### src/hdl/slave_state_pkg.sv
// Purpose: Shared constants and types for the fieldbus slave state machine.
// Assumes: Single 40 MHz clock domain.
// Notes:   State codes are the values presented in the state field.
package slave_state_pkg;

  localparam logic [3:0] ST_INIT_CODE = 4'h1;
  localparam logic [3:0] ST_PREOP_CODE = 4'h2;
  localparam logic [3:0] ST_BOOT_CODE = 4'h3;
  localparam logic [3:0] ST_SAFEOP_CODE = 4'h4;
  localparam logic [3:0] ST_OP_CODE = 4'h8;

  localparam logic [3:0] ERR_NONE = 4'h0;
  localparam logic [3:0] ERR_BAD_TRANSITION = 4'h1;
  localparam logic [3:0] ERR_MAILBOX_CFG = 4'h2;
  localparam logic [3:0] ERR_PD_CFG = 4'h3;
  localparam logic [3:0] ERR_UNKNOWN_STATE = 4'h4;

  localparam int DATA_W_DEFAULT = 16;

  typedef enum logic [2:0] {
    ST_INIT   = 3'b000,
    ST_PREOP  = 3'b001,
    ST_BOOT   = 3'b010,
    ST_SAFEOP = 3'b011,
    ST_OP     = 3'b100
  } slave_state_t;

  function automatic logic [3:0] state_code(input slave_state_t s);
    case (s)
      ST_INIT:   state_code = ST_INIT_CODE;
      ST_PREOP:  state_code = ST_PREOP_CODE;
      ST_BOOT:   state_code = ST_BOOT_CODE;
      ST_SAFEOP: state_code = ST_SAFEOP_CODE;
      ST_OP:     state_code = ST_OP_CODE;
      default:   state_code = ST_INIT_CODE;
    endcase
  endfunction

endpackage

### src/hdl/reset_sync.sv
// Purpose: Two-flip-flop release synchroniser for the active-low reset.
// Assumes: rstn_i may be asserted at any time.
// Notes:   Assertion is immediate, release follows two clock edges.
`timescale 1ns/10ps
`default_nettype none
module reset_sync (
  input  wire logic clk_i,
  input  wire logic rstn_i,
  output var  logic rstn_o
);
  logic meta_reg;

  always_ff @(posedge clk_i or negedge rstn_i) begin
    if (!rstn_i) begin
      meta_reg <= 1'b0;
      rstn_o   <= 1'b0;
    end else begin
      meta_reg <= 1'b1;
      rstn_o   <= meta_reg;
    end
  end
endmodule
`default_nettype wire

### src/hdl/slave_state_machine.sv
// Purpose: Communication state machine of a fieldbus slave with service gating.
// Assumes: Master request and configuration checks come from logic on clk_i.
// Notes:   A request is evaluated on a one-cycle req_valid_i pulse.
`timescale 1ns/10ps
`default_nettype none
// Summary of operation
// - State changes only on master requests.
// - Power-on enters Init, code 01h.
// - Init refuses mailbox and process data.
// - Init to Pre-Op checks mailbox configuration.
// - Pre-Op allows mailbox, Ethernet tunnel, no process.
// - Safe-Op updates inputs, outputs held off.
// - Pre-Op to Safe-Op checks process channels.
// - Copy inputs to process memory in the same cycle as the acknowledge.
// - Safe-Op permits mailbox and process data.
// - Op copies outputs, returns inputs each cycle.
// - Op permits process data and mailbox together.
// - Bootstrap from Init only, file transfer only.
module slave_state_machine #(
  parameter int DATA_W = slave_state_pkg::DATA_W_DEFAULT
) (
  input  wire logic              clk_i,
  input  wire logic              rstn_i,
  input  wire logic              req_valid_i,
  input  wire logic [3:0]        req_state_i,
  input  wire logic              mailbox_cfg_ok_i,
  input  wire logic              pd_cfg_ok_i,
  input  wire logic              cycle_i,
  input  wire logic [DATA_W-1:0] input_data_i,
  input  wire logic [DATA_W-1:0] master_out_data_i,
  output var  logic [3:0]        state_code_o,
  output var  logic              ack_o,
  output var  logic              error_o,
  output var  logic [3:0]        error_code_o,
  output var  logic              mailbox_en_o,
  output var  logic              eoe_en_o,
  output var  logic              file_xfer_en_o,
  output var  logic              pd_en_o,
  output var  logic              mem_wr_o,
  output var  logic [DATA_W-1:0] dual_port_process_memory_o,
  output var  logic [DATA_W-1:0] phys_out_o
);

  // Refuse a data width that the copy paths cannot carry.
  if (DATA_W < 1) begin : gen_bad_width
    $error("DATA_W must be at least 1");
  end

  logic rstn;

  reset_sync u_reset_sync (
    .clk_i  (clk_i),
    .rstn_i (rstn_i),
    .rstn_o (rstn)
  );

  typedef struct packed {
    slave_state_pkg::slave_state_t state;
    logic [3:0]                    code;
    logic                          ack;
    logic                          err;
    logic [3:0]                    err_code;
    logic                          mbx;
    logic                          eoe;
    logic                          foe;
    logic                          pd;
    logic                          mem_wr;
    logic [DATA_W-1:0]             mem;
    logic [DATA_W-1:0]             outs;
  } sm_t;

  sm_t sm_reg;
  sm_t sm_next;

  always_comb begin
    slave_state_pkg::slave_state_t tgt;
    logic                          legal;
    logic                          known;
    logic [3:0]                    fail;
    tgt   = sm_reg.state;
    legal = 1'b0;
    known = 1'b1;
    fail  = slave_state_pkg::ERR_NONE;
    sm_next        = sm_reg;
    sm_next.ack    = 1'b0;
    sm_next.mem_wr = 1'b0;
    case (req_state_i)
      slave_state_pkg::ST_INIT_CODE:   tgt = slave_state_pkg::ST_INIT;
      slave_state_pkg::ST_PREOP_CODE:  tgt = slave_state_pkg::ST_PREOP;
      slave_state_pkg::ST_BOOT_CODE:   tgt = slave_state_pkg::ST_BOOT;
      slave_state_pkg::ST_SAFEOP_CODE: tgt = slave_state_pkg::ST_SAFEOP;
      slave_state_pkg::ST_OP_CODE:     tgt = slave_state_pkg::ST_OP;
      default:                         known = 1'b0;
    endcase
    // Permitted moves: any state back to Init, up one step, Init to Boot, Safe-Op down to Pre-Op, Op down to Safe-Op or Pre-Op.
    unique case (sm_reg.state)
      slave_state_pkg::ST_INIT:   legal = tgt inside {slave_state_pkg::ST_INIT, slave_state_pkg::ST_PREOP,
                                                      slave_state_pkg::ST_BOOT};
      slave_state_pkg::ST_PREOP:  legal = tgt inside {slave_state_pkg::ST_INIT, slave_state_pkg::ST_PREOP,
                                                      slave_state_pkg::ST_SAFEOP};
      slave_state_pkg::ST_BOOT:   legal = tgt inside {slave_state_pkg::ST_INIT, slave_state_pkg::ST_BOOT};
      slave_state_pkg::ST_SAFEOP: legal = tgt != slave_state_pkg::ST_BOOT;
      slave_state_pkg::ST_OP:     legal = tgt != slave_state_pkg::ST_BOOT;
    endcase
    if (!known) begin
      fail = slave_state_pkg::ERR_UNKNOWN_STATE;
    end else if (!legal) begin
      fail = slave_state_pkg::ERR_BAD_TRANSITION;
    end else if (sm_reg.state == slave_state_pkg::ST_INIT && tgt == slave_state_pkg::ST_PREOP
                 && !mailbox_cfg_ok_i) begin
      fail = slave_state_pkg::ERR_MAILBOX_CFG;
    end else if (sm_reg.state == slave_state_pkg::ST_PREOP && tgt == slave_state_pkg::ST_SAFEOP
                 && !pd_cfg_ok_i) begin
      fail = slave_state_pkg::ERR_PD_CFG;
    end
    if (req_valid_i) begin
      if (fail != slave_state_pkg::ERR_NONE) begin
        sm_next.err      = 1'b1;
        sm_next.err_code = fail;
      end else begin
        sm_next.state    = tgt;
        sm_next.ack      = 1'b1;
        sm_next.err      = 1'b0;
        sm_next.err_code = slave_state_pkg::ERR_NONE;
        if (sm_reg.state == slave_state_pkg::ST_PREOP && tgt == slave_state_pkg::ST_SAFEOP) begin
          sm_next.mem    = input_data_i;
          sm_next.mem_wr = 1'b1;
        end
      end
    end
    sm_next.code = slave_state_pkg::state_code(sm_next.state);
    sm_next.mbx  = sm_next.state inside {slave_state_pkg::ST_PREOP, slave_state_pkg::ST_SAFEOP,
                                         slave_state_pkg::ST_OP};
    sm_next.eoe  = sm_next.mbx;
    sm_next.foe  = sm_next.state == slave_state_pkg::ST_BOOT;
    sm_next.pd   = sm_next.state inside {slave_state_pkg::ST_SAFEOP, slave_state_pkg::ST_OP};
    if (cycle_i && !sm_next.mem_wr && sm_reg.pd) begin
      sm_next.mem    = input_data_i;
      sm_next.mem_wr = 1'b1;
    end
    if (sm_next.state != slave_state_pkg::ST_OP) begin
      sm_next.outs = '0;
    end else if (cycle_i && sm_reg.state == slave_state_pkg::ST_OP) begin
      sm_next.outs = master_out_data_i;
    end
  end

  always_ff @(posedge clk_i or negedge rstn) begin
    if (!rstn) begin
      sm_reg          <= '0;
      sm_reg.state    <= slave_state_pkg::ST_INIT;
      sm_reg.code     <= slave_state_pkg::ST_INIT_CODE;
      sm_reg.err_code <= slave_state_pkg::ERR_NONE;
    end else begin
      sm_reg <= sm_next;
    end
  end

  assign state_code_o               = sm_reg.code;
  assign ack_o                      = sm_reg.ack;
  assign error_o                    = sm_reg.err;
  assign error_code_o               = sm_reg.err_code;
  assign mailbox_en_o               = sm_reg.mbx;
  assign eoe_en_o                   = sm_reg.eoe;
  assign file_xfer_en_o             = sm_reg.foe;
  assign pd_en_o                    = sm_reg.pd;
  assign mem_wr_o                   = sm_reg.mem_wr;
  assign dual_port_process_memory_o = sm_reg.mem;
  assign phys_out_o                 = sm_reg.outs;
endmodule
`default_nettype wire

### config.mk
export PLATFORM = sky130hd
export DESIGN_NAME = slave_state_machine
export DESIGN_NICKNAME = d
export VERILOG_FILES = /design/src/hdl/slave_state_pkg.sv /design/src/hdl/reset_sync.sv /design/src/hdl/slave_state_machine.sv
export SDC_FILE = /design/constraint.sdc
export NUM_CORES = 1
export LEC_CHECK = 0
export ABC_CLOCK_PERIOD_IN_PS = 2170
export BUFFER_PORTS_ARGS = -buffer_cell sky130_fd_sc_hd__buf_4
export CORE_UTILIZATION = 40
export CTS_CLUSTER_DIAMETER = 150
export DETAILED_ROUTE_END_ITERATION = 10
export HOLD_SLACK_MARGIN = 0.06
export SETUP_SLACK_MARGIN = 0.4
export SLEW_MARGIN = 30
export SYNTH_ARGS = -nofsm -noshare
export SYNTH_HDL_FRONTEND = slang
export SYNTH_HIERARCHICAL = 1
export SYNTH_SLANG_ARGS = --single-unit
### constraint.sdc
create_clock -name clk_i -period 2.17 [get_ports clk_i]
set_clock_uncertainty 0.1 [all_clocks]
set_input_delay 0.434 -clock clk_i [delete_from_list [all_inputs] [get_ports clk_i]]
set_output_delay 0.434 -clock clk_i [all_outputs]
set_load 0.02 [all_outputs]
==> results of run 1 <==
==> area by class of cell <==
type | instances | area (um^2) | area share (%)
multi-input combinational | 177 | 1540 | 36.0
sequential | 50 | 1260 | 29.3
timing repair buffer | 145 | 1250 | 29.3
tap | 99 | 124 | 2.89
clock buffer | 6 | 72.6 | 1.69
inverter | 6 | 22.5 | 0.526
clock inverter | 2 | 13.8 | 0.321
==> cell families (layout without fill, tap and decap cells) <==
group                     after synthesis  in the layout  synth area share [%]
AOI/OAI and AO/OA                      37             37                  10.4
xor gates and xnor gates                2              2                 0.571
buffers and inverters                  63            159                  14.2
DFF                                    50             50                  40.8
muxes                                  59             59                  23.1
other                                   2              2                 0.245
and+or+nand+nor                        77             77                  10.6
==> placed cells by master, fill, tap and decap left out, types with 5 or more instances in the layout <==
master    count
buf_6        12
mux2i_1      23
mux2_4       28
dfrtp_1      45
nand2_1      17
buf_4       124
nor2_1       42
buf_12        5
a21oi_2       5
clkbuf_8      5
mux2_2        7
==> metrics by stage <==
| stage | util [%] | area [um^2] | instances |
|---|---|---|---|
| CTS | 55.4 | 4060 | 477 |
| global route | 58.5 | 4290 | 485 |
| finish | 58.5 | 4290 | 485 |
| detailed placement | 52.7 | 3870 | 461 |
| global placement | 52.7 | 3870 | 461 |
| floorplan | - | 3150 | 290 |
==> how the worst min path moves through the flow <==
stage	to	slack [ns]
final	dual_port_process_memory_o[2]$_DFFE_PN0P_	0.15
after global routing	phys_out_o[8]$_DFFE_PN0P_	0.21
after CTS	dual_port_process_memory_o[3]$_DFFE_PN0P_	0.16
after detailed placement	u_reset_sync/meta_reg$_DFF_PN0_	0.12
after global placement	u_reset_sync/meta_reg$_DFF_PN0_	0.12
after floorplan	u_reset_sync/meta_reg$_DFF_PN0_	0.04
==> layer usage <==
| metal | global-route usage [%] | part of all wire (%) | vias up |
|---|---|---|---|
| li1 | - | - | 1136 |
| met1 | 21.4 | 44 | 1119 |
| met5 | 0 | 0 | - |
| met2 | 29.4 | 49 | 73 |
| met4 | 6.49 | 2.3 | 0 |
| met3 | 3.47 | 4.8 | 13 |
==> where the power goes <==
group	internal [uW]	leakage [uW]	switching, uW
Combinational	1350	0.00143	1240
Clock	228	0.0000452	310
Sequential	1210	0.000630	187
Total	2790	0.00210	1730
==> repair_timing <==
item | 4_1_cts | 5_1_grt
endpoints found under the setup margin | 47 | 47
hold buffers | 1 | 0
endpoints found under the hold margin | 2 | 0
gates cloned | 1 | 3
buffers inserted | 6 | 5
gates resized for setup | 8 | 34
pin swaps | 1 | 10
==> results.toml, run 1 <==
[worst_setup_path]
crit_required_ns = 2.26
r2r_slack_ns = -0.18
slowest_stage = "dfrtp_2"
cp.depth = 7
cp_cell_sequence = "buf_6, a22o_1, a221o_1, a21oi_2, o2111ai_4, buf_12, mux2_4"
r2r-end = "sm_reg[48]$_DFF_PN0_"
start_kind = "flip-flop"
cp_top_family = "compound AO/OA/AOI/OAI gates"
crit_path_max_incr_delay_ns = 0.46
cp-endpoint = "sm_reg[48]$_DFF_PN0_"
crit_buf_inv = 2
path_max_fanout = 10
cp.arrival_ns = 2.43
crit_path_end_kind = "flip-flop"
crit_start = "sm_reg[48]$_DFF_PN0_"
path_class = "flip-flop to flip-flop"
r2r-start = "sm_reg[48]$_DFF_PN0_"
rr_worst_depth = 7

[finish]
drive_gt1_share_pct = 58.3
nNetsFinal = 427
n_fill_cell = 643
area_growth_pct = 39.7
diodes = 0

[synth]
synth_area_um2 = 3070
synth_cell_types = 51
synth.area.top_cells = "dfrtp_1 (40%), buf_4 (11%), mux2_4 (9.8%)"
synthTopCellsByCount = "dfrtp_1 (49), nor2_1 (45), buf_4 (43)"
synth_most_common_cell = "dfrtp_1"
synthArstFlopShare_pct = 100
yosysSeqAreaShare_pct = 40.8
syn_nets = 332
ys_ff_latch = 50
synthCells = 290
yosysTopAreaCellShare_pct = 40.0
yosys.area.top_type = "dfrtp_1"
synth_edf_count = 0
synth-main-ff-cell = "dfrtp_1"
yosysWarnings = 6
avgSynthCellArea_um2 = 10.6

[route]
finalWirelength_mm = 7.00
drc_errors = 0
ant_nets = 0
vias_per_cell = 4.83
via_count = 2341
drt_iter0_drc = 43
first_pass_iters = 4
avgRoutedWirePerCell_um = 14.4

[hold_path]
hold_path_class = "flip-flop to asynchronous set/reset pin"

[timing]
finalHoldViolCount = 0
maxSlewHeadroom_pct = 64.9
finalSetupViolations = 41
worst_pin_slew_ns = 0.526
final_max_slew_viol_count = 0
setup_ws_ns = -0.177
tns_ns = -5.08
fin_crit_ns = 2.35
rsz0062_at_grt = "yes"
fmax_ghz = 0.426
finalCritPeriodShare_pct = 108
finalHoldWorstSlack_ns = 0.152

[flow_run]
drv_cap = 0

[floorplanning]
dieWidth_um = 89.6
die_h_um = 89.6
dieArea_um2 = 8020
rows = 31
start_util_pct = 41.9
ios = 89
fp.coreArea_um2 = 7330

[clock_network]
path_clk_slew_ns = 0.09
root_buffer = "clkbuf_8"
clk_latency_ns = 0.31
cts_sinks = 50
cts_buffers = 5
cts_max_path_buffers = 2
cts-htree-levels = 2
cts_tree = "yes"

[global_routing]
track_usage_pct = 17.2
grt_overflow_total = 0
grt_pass1_wl_mm = 10.4
grt_pass1_vias = 2175
antenna_found_initial = 0
grt_max_degree = 27

[placed_design]
dpl.hpwl_mm = 4.91
globalplace.congestion = 0.826
port_buffers = 87
place_worst_setup_slack_ns = -0.392

[outcome]
violations = "negative setup slack"
status = "finished with violations"

[power_and_ir_drop]
cellLeakagePower_uw = 0.00210
total_power_uw = 4520
power_density_nw_per_um2 = 1050
peakVddDrop_mv = 0.327
(Power assumes the default switching activity.)
==> run 2, diff against run 1 <==
Settings changed: CELL_PAD_IN_SITES_DETAIL_PLACEMENT from default to 2, CELL_PAD_IN_SITES_GLOBAL_PLACEMENT from default to 2, CORE_UTILIZATION 40 to 32, PLACE_DENSITY_LB_ADDON from default to 0.1.
==> run 2 against run 1 <==
  * The flow still finishes with violations (negative setup slack)
  * First-iteration DRC count fell by 19%
  * Total power fell by 0.44%
  * Final cell count rose by 6.0%
  * Wire length rose by 19%
  * Fmax fell by 2.0%
  * Via count rose by 1.9%
==> results.toml, run 2 (same netlist as run 1, synthesis figures left out) <==
[outcome]
status = "finished with violations"
violations = "negative setup slack"

[worst_setup_path]
crit_start = "sm_reg[48]$_DFF_PN0_"
crit_required_ns = 2.27
path_max_fanout = 9
cp_cell_sequence = "buf_6, a22o_1, a221o_1, a31oi_4, o2111ai_4, buf_12, mux2_4"
cp_top_family = "compound AO/OA/AOI/OAI gates"
crit_path_max_incr_delay_ns = 0.48
start_kind = "flip-flop"
path_class = "flip-flop to flip-flop"
slowest_stage = "dfrtp_2"
cp.arrival_ns = 2.49
crit_buf_inv = 2
crit_path_end_kind = "flip-flop"
r2r-start = "sm_reg[48]$_DFF_PN0_"

[floorplanning]
rows = 35
fp.coreArea_um2 = 9280
start_util_pct = 33.0
ios = 89
dieWidth_um = 99.9
die_h_um = 99.9
dieArea_um2 = 9980

[finish]
diodes = 0
n_fill_cell = 1000
nNetsFinal = 426
mostFrequentLayoutCell = "buf_4"
area_growth_pct = 37.1
utilization_pct = 45.3
drive_gt1_share_pct = 55.6
final_cell_mix = "buf_4 (128), dfrtp_1 (46), nor2_1 (43), mux2_4 (23), mux2i_1 (23)"
final_cells = 514

[route]
vias_per_cell = 4.64
ant_nets = 0
avgRoutedWirePerCell_um = 16.2
first_pass_iters = 3
drc_errors = 0
via_count = 2385
finalWirelength_mm = 8.30
drt_iter0_drc = 35

[timing]
rsz0062_at_grt = "yes"
setup_ws_ns = -0.224
tns_ns = -7.52
fin_crit_ns = 2.39
maxSlewHeadroom_pct = 60.1
finalSetupViolations = 44
fmax_ghz = 0.418
final_max_slew_viol_count = 0
worst_pin_slew_ns = 0.598
finalHoldViolCount = 0
finalCritPeriodShare_pct = 110

[global_routing]
grt_pass1_wl_mm = 13.5
grt_pass1_vias = 2608
grt_overflow_total = 0
grt_max_degree = 28
antenna_found_initial = 0
track_usage_pct = 17.4

[placed_design]
dpl.hpwl_mm = 6.24
dp_cells = 498
place_worst_setup_slack_ns = -0.408
globalplace.congestion = 0.804
port_buffers = 87

[power_and_ir_drop]
cellLeakagePower_uw = 0.00205
power_density_nw_per_um2 = 1070
total_power_uw = 4500
peakVddDrop_mv = 0.395

[clock_network]
clk_latency_ns = 0.30
path_clk_slew_ns = 0.10
cts_sinks = 50
cts-htree-levels = 2
cts_tree = "yes"
cts_buffers = 5
cts_max_path_buffers = 2
root_buffer = "clkbuf_8"

[hold_path]
hold_path_class = "flip-flop to asynchronous set/reset pin"

[flow_run]
drv_cap = 0
## run 2: cell count changes in the layout (fill, tap and decap cells not counted), moves of 2 or more
| cell | change |
|---|---|
| buf_4 | +4 |
| buf_6 | -2 |
| mux2_2 | +5 |
| mux2_4 | -5 |
## run 2: power by group
| group | switching, uW | leakage (uW) | internal (uW) |
|---|---|---|---|
| clock | 331 | 0.0000456 | 231 |
| sequential | 201 | 0.000631 | 1210 |
| combinational | 1260 | 0.00138 | 1260 |
| total | 1790 | 0.00205 | 2710 |
## run 2: metal layers
layer  vias up  global-route usage [%]  wire [um]
met2        61                    30.0       4020
met5         -                       0          0
met3         9                    3.62        407
met1      1184                    22.2       3760
met4         0                    4.30        116
li1       1131                       -          -
## run 2: path summary, 6_finish.rpt
check | end | slack, ns | cells after the start
max | phys_out_o[13]$_DFFE_PN0P_ | -0.22 | 7
min | dual_port_process_memory_o[13]$_DFFE_PN0P_ | 0.18 | 0
max reg2reg | phys_out_o[13]$_DFFE_PN0P_ | -0.22 | 7
min reg2reg | dual_port_process_memory_o[13]$_DFFE_PN0P_ | 0.18 | 0
max in group asynchronous | error_code_o[0]$_DFFE_PN0P_ | 1.13 | 1
min in group clk_i | dual_port_process_memory_o[13]$_DFFE_PN0P_ | 0.25 | 2
## run 2: area by class of cell
| class | count | area (um^2) | share of cell area [%] |
|---|---|---|---|
| clock buffers | 6 | 72.6 | 1.73 |
| clock inverters | 2 | 13.8 | 0.327 |
| well taps | 129 | 161 | 3.84 |
| flip-flops and latches | 50 | 1260 | 29.9 |
| repair buffers | 144 | 1190 | 28.3 |
| inverters | 6 | 22.5 | 0.535 |
| multi-input cells | 177 | 1490 | 35.5 |
## run 2: timing repair
action / in CTS / in global routing
setup buffers: 2 / 3
gates cloned: 1 / 1
gates resized for setup: 8 / 18
hold endpoints to repair: 2 / 0
endpoints found under the setup margin: 47 / 47
hold buffers: 1 / 0
pin swaps: 0 / 5
## run 2: stage by stage
| stage | cell area [um^2] | hold slack (ns) |
|---|---|---|
| 2_1_floorplan | 3150 | 0.0384 |
| 4_1_cts | 4100 | 0.218 |
| 3_5_place_dp | 3940 | 0.119 |
| 6_report | 4210 | 0.183 |
| 5_1_grt | 4210 | 0.234 |
| 3_3_place_gp | 3940 | 0.117 |
==> run 3, diff against run 2 <==
Settings changed: SETUP_SLACK_MARGIN 0.4 to 0.5, SKIP_CTS_REPAIR_TIMING from default to 1.
==> run 3 against run 2 <==
  * Final cell count down 0.78%
  * Highest routed layer unchanged
  * Sequential share of layout area up 0.19 points
  * Register-to-register slack better by 0.02 ns
  * Design area down 0.54%
  * The run still ends with negative setup slack left
  * Critical path type unchanged
  * Utilization down 0.24 points
  * Non-clock buffer count down 4
  * Total power down 1.0%
  * Critical path depth unchanged
  * Count of clock-buffer cells in the layout unchanged
  * Fmax up 0.72%
  * First-iteration DRC count up 51%
==> results.toml, run 3 (same netlist as run 1, synthesis figures left out) <==
[route]
ant_nets = 0
drt_iter0_drc = 53
first_pass_iters = 4
avgRoutedWirePerCell_um = 16.0
vias_per_cell = 4.62
via_count = 2355
drc_errors = 0
finalWirelength_mm = 8.14

[timing]
finalSetupViolations = 42
setup_ws_ns = -0.207
rsz0062_at_grt = "yes"
fin_crit_ns = 2.38
maxSlewHeadroom_pct = 60.2
finalHoldViolCount = 0
worst_pin_slew_ns = 0.597
fmax_ghz = 0.421
final_max_slew_viol_count = 0
finalCritPeriodShare_pct = 110

[worst_setup_path]
r2r_slack_ns = -0.21
cp_top_family = "compound AO/OA/AOI/OAI gates"
crit_path_max_incr_delay_ns = 0.45
cp.arrival_ns = 2.48
crit_buf_inv = 2
crit_required_ns = 2.27
cp_cell_sequence = "buf_6, a22o_1, a221o_1, a21oi_2, o2111ai_4, clkbuf_16, mux2_4"
slowest_stage = "dfrtp_2"
path_class = "flip-flop to flip-flop"
start_kind = "flip-flop"
path_max_fanout = 7
crit_path_end_kind = "flip-flop"
r2r-end = "eoe_en_o$_DFF_PN0_"
rr_worst_depth = 7
r2r-start = "sm_reg[48]$_DFF_PN0_"

[clock_network]
path_clk_slew_ns = 0.10
cts_buffers = 5
cts-htree-levels = 2
root_buffer = "clkbuf_8"
clk_latency_ns = 0.30
cts_tree = "yes"
cts_max_path_buffers = 2
cts_sinks = 50

[placed_design]
dpl_cell_area_um2 = 3920
dpl.hpwl_mm = 5.97
globalplace.congestion = 0.824
port_buffers = 87

[finish]
mostFrequentLayoutCell = "buf_4"
nNetsFinal = 422
postLayoutCellArea_um2 = 4180
final_cell_mix = "buf_4 (123), dfrtp_1 (45), nor2_1 (42), mux2i_1 (23), mux2_4 (21)"
utilization_pct = 45.1
area_growth_pct = 36.4
drive_gt1_share_pct = 55.9
n_fill_cell = 1003
diodes = 0

[flow_run]
drv_cap = 0

[floorplanning]
fp.coreArea_um2 = 9280
rows = 35
ios = 89
die_h_um = 99.9
dieArea_um2 = 9980
start_util_pct = 33.0
dieWidth_um = 99.9

[outcome]
violations = "negative setup slack"
status = "finished with violations"

[hold_path]
hold_path_class = "flip-flop to asynchronous set/reset pin"

[power_and_ir_drop]
power_density_nw_per_um2 = 1060
total_power_uw = 4460
cellLeakagePower_uw = 0.00203
peakVddDrop_mv = 0.326

[global_routing]
grt_pass1_wl_mm = 12.7
grt_pass1_vias = 2422
grt_max_degree = 27
track_usage_pct = 16.5
grt_overflow_total = 0
antenna_found_initial = 0
-- run 3: area by class of cell --
class,instances,area (um^2),area share [%]
clock buffers,6,72.6,1.73
repair buffers,140,1180,28.2
clock inverters,2,13.8,0.329
multi-input cells,177,1480,35.3
inverters,6,22.5,0.538
well taps,129,161,3.86
flip-flops and latches,50,1260,30.1
-- run 3: worst max-delay path by stage --
stage	startpoint	end	cells after the start
2_1_floorplan	req_state_i[0]	dual_port_process_memory_o[10]$_DFFE_PN0P_	8
6_report	sm_reg[48]$_DFF_PN0_	eoe_en_o$_DFF_PN0_	7
3_5_place_dp	req_state_i[1]	phys_out_o[4]$_DFFE_PN0P_	8
4_1_cts	sm_reg[47]$_DFF_PN0_	phys_out_o[14]$_DFFE_PN0P_	7
5_1_grt	sm_reg[48]$_DFF_PN0_	eoe_en_o$_DFF_PN0_	7
3_3_place_gp	req_state_i[3]	dual_port_process_memory_o[2]$_DFFE_PN0P_	9
-- run 3: metrics by stage --
stage	instances	setup WS, ns	hold WS, ns	setup TNS [ns]
2_1_floorplan	290	-0.219	0.0384	-5.86
3_3_place_gp	491	-0.363	0.120	-13.25
3_5_place_dp	491	-0.391	0.124	-14.72
4_1_cts	499	-0.252	-0.218	-8.07
5_1_grt	510	-0.272	0.237	-8.67
6_report	510	-0.207	0.181	-5.78
-- run 3: layer usage --
metal  global-route usage, %  share of wire (%)
met3                    2.99                5.1
met2                    27.4                 48
met1                    22.2                 46
met5                       0                  0
met4                    4.07               0.88
-- run 3: report_power, final --
group	internal [uW]	switching, uW
registers	1210	183
clock network	229	319
logic	1250	1260
-- run 3: worst reg2reg max path, delay by kind of cell, from the launching register on --
family / cells / cell delay [ns]
multiplexers: 1 / 0.30
flip-flops: 1 / 0.45
AO/OA/AOI/OAI: 4 / 1.05
buffers and inverters: 2 / 0.38
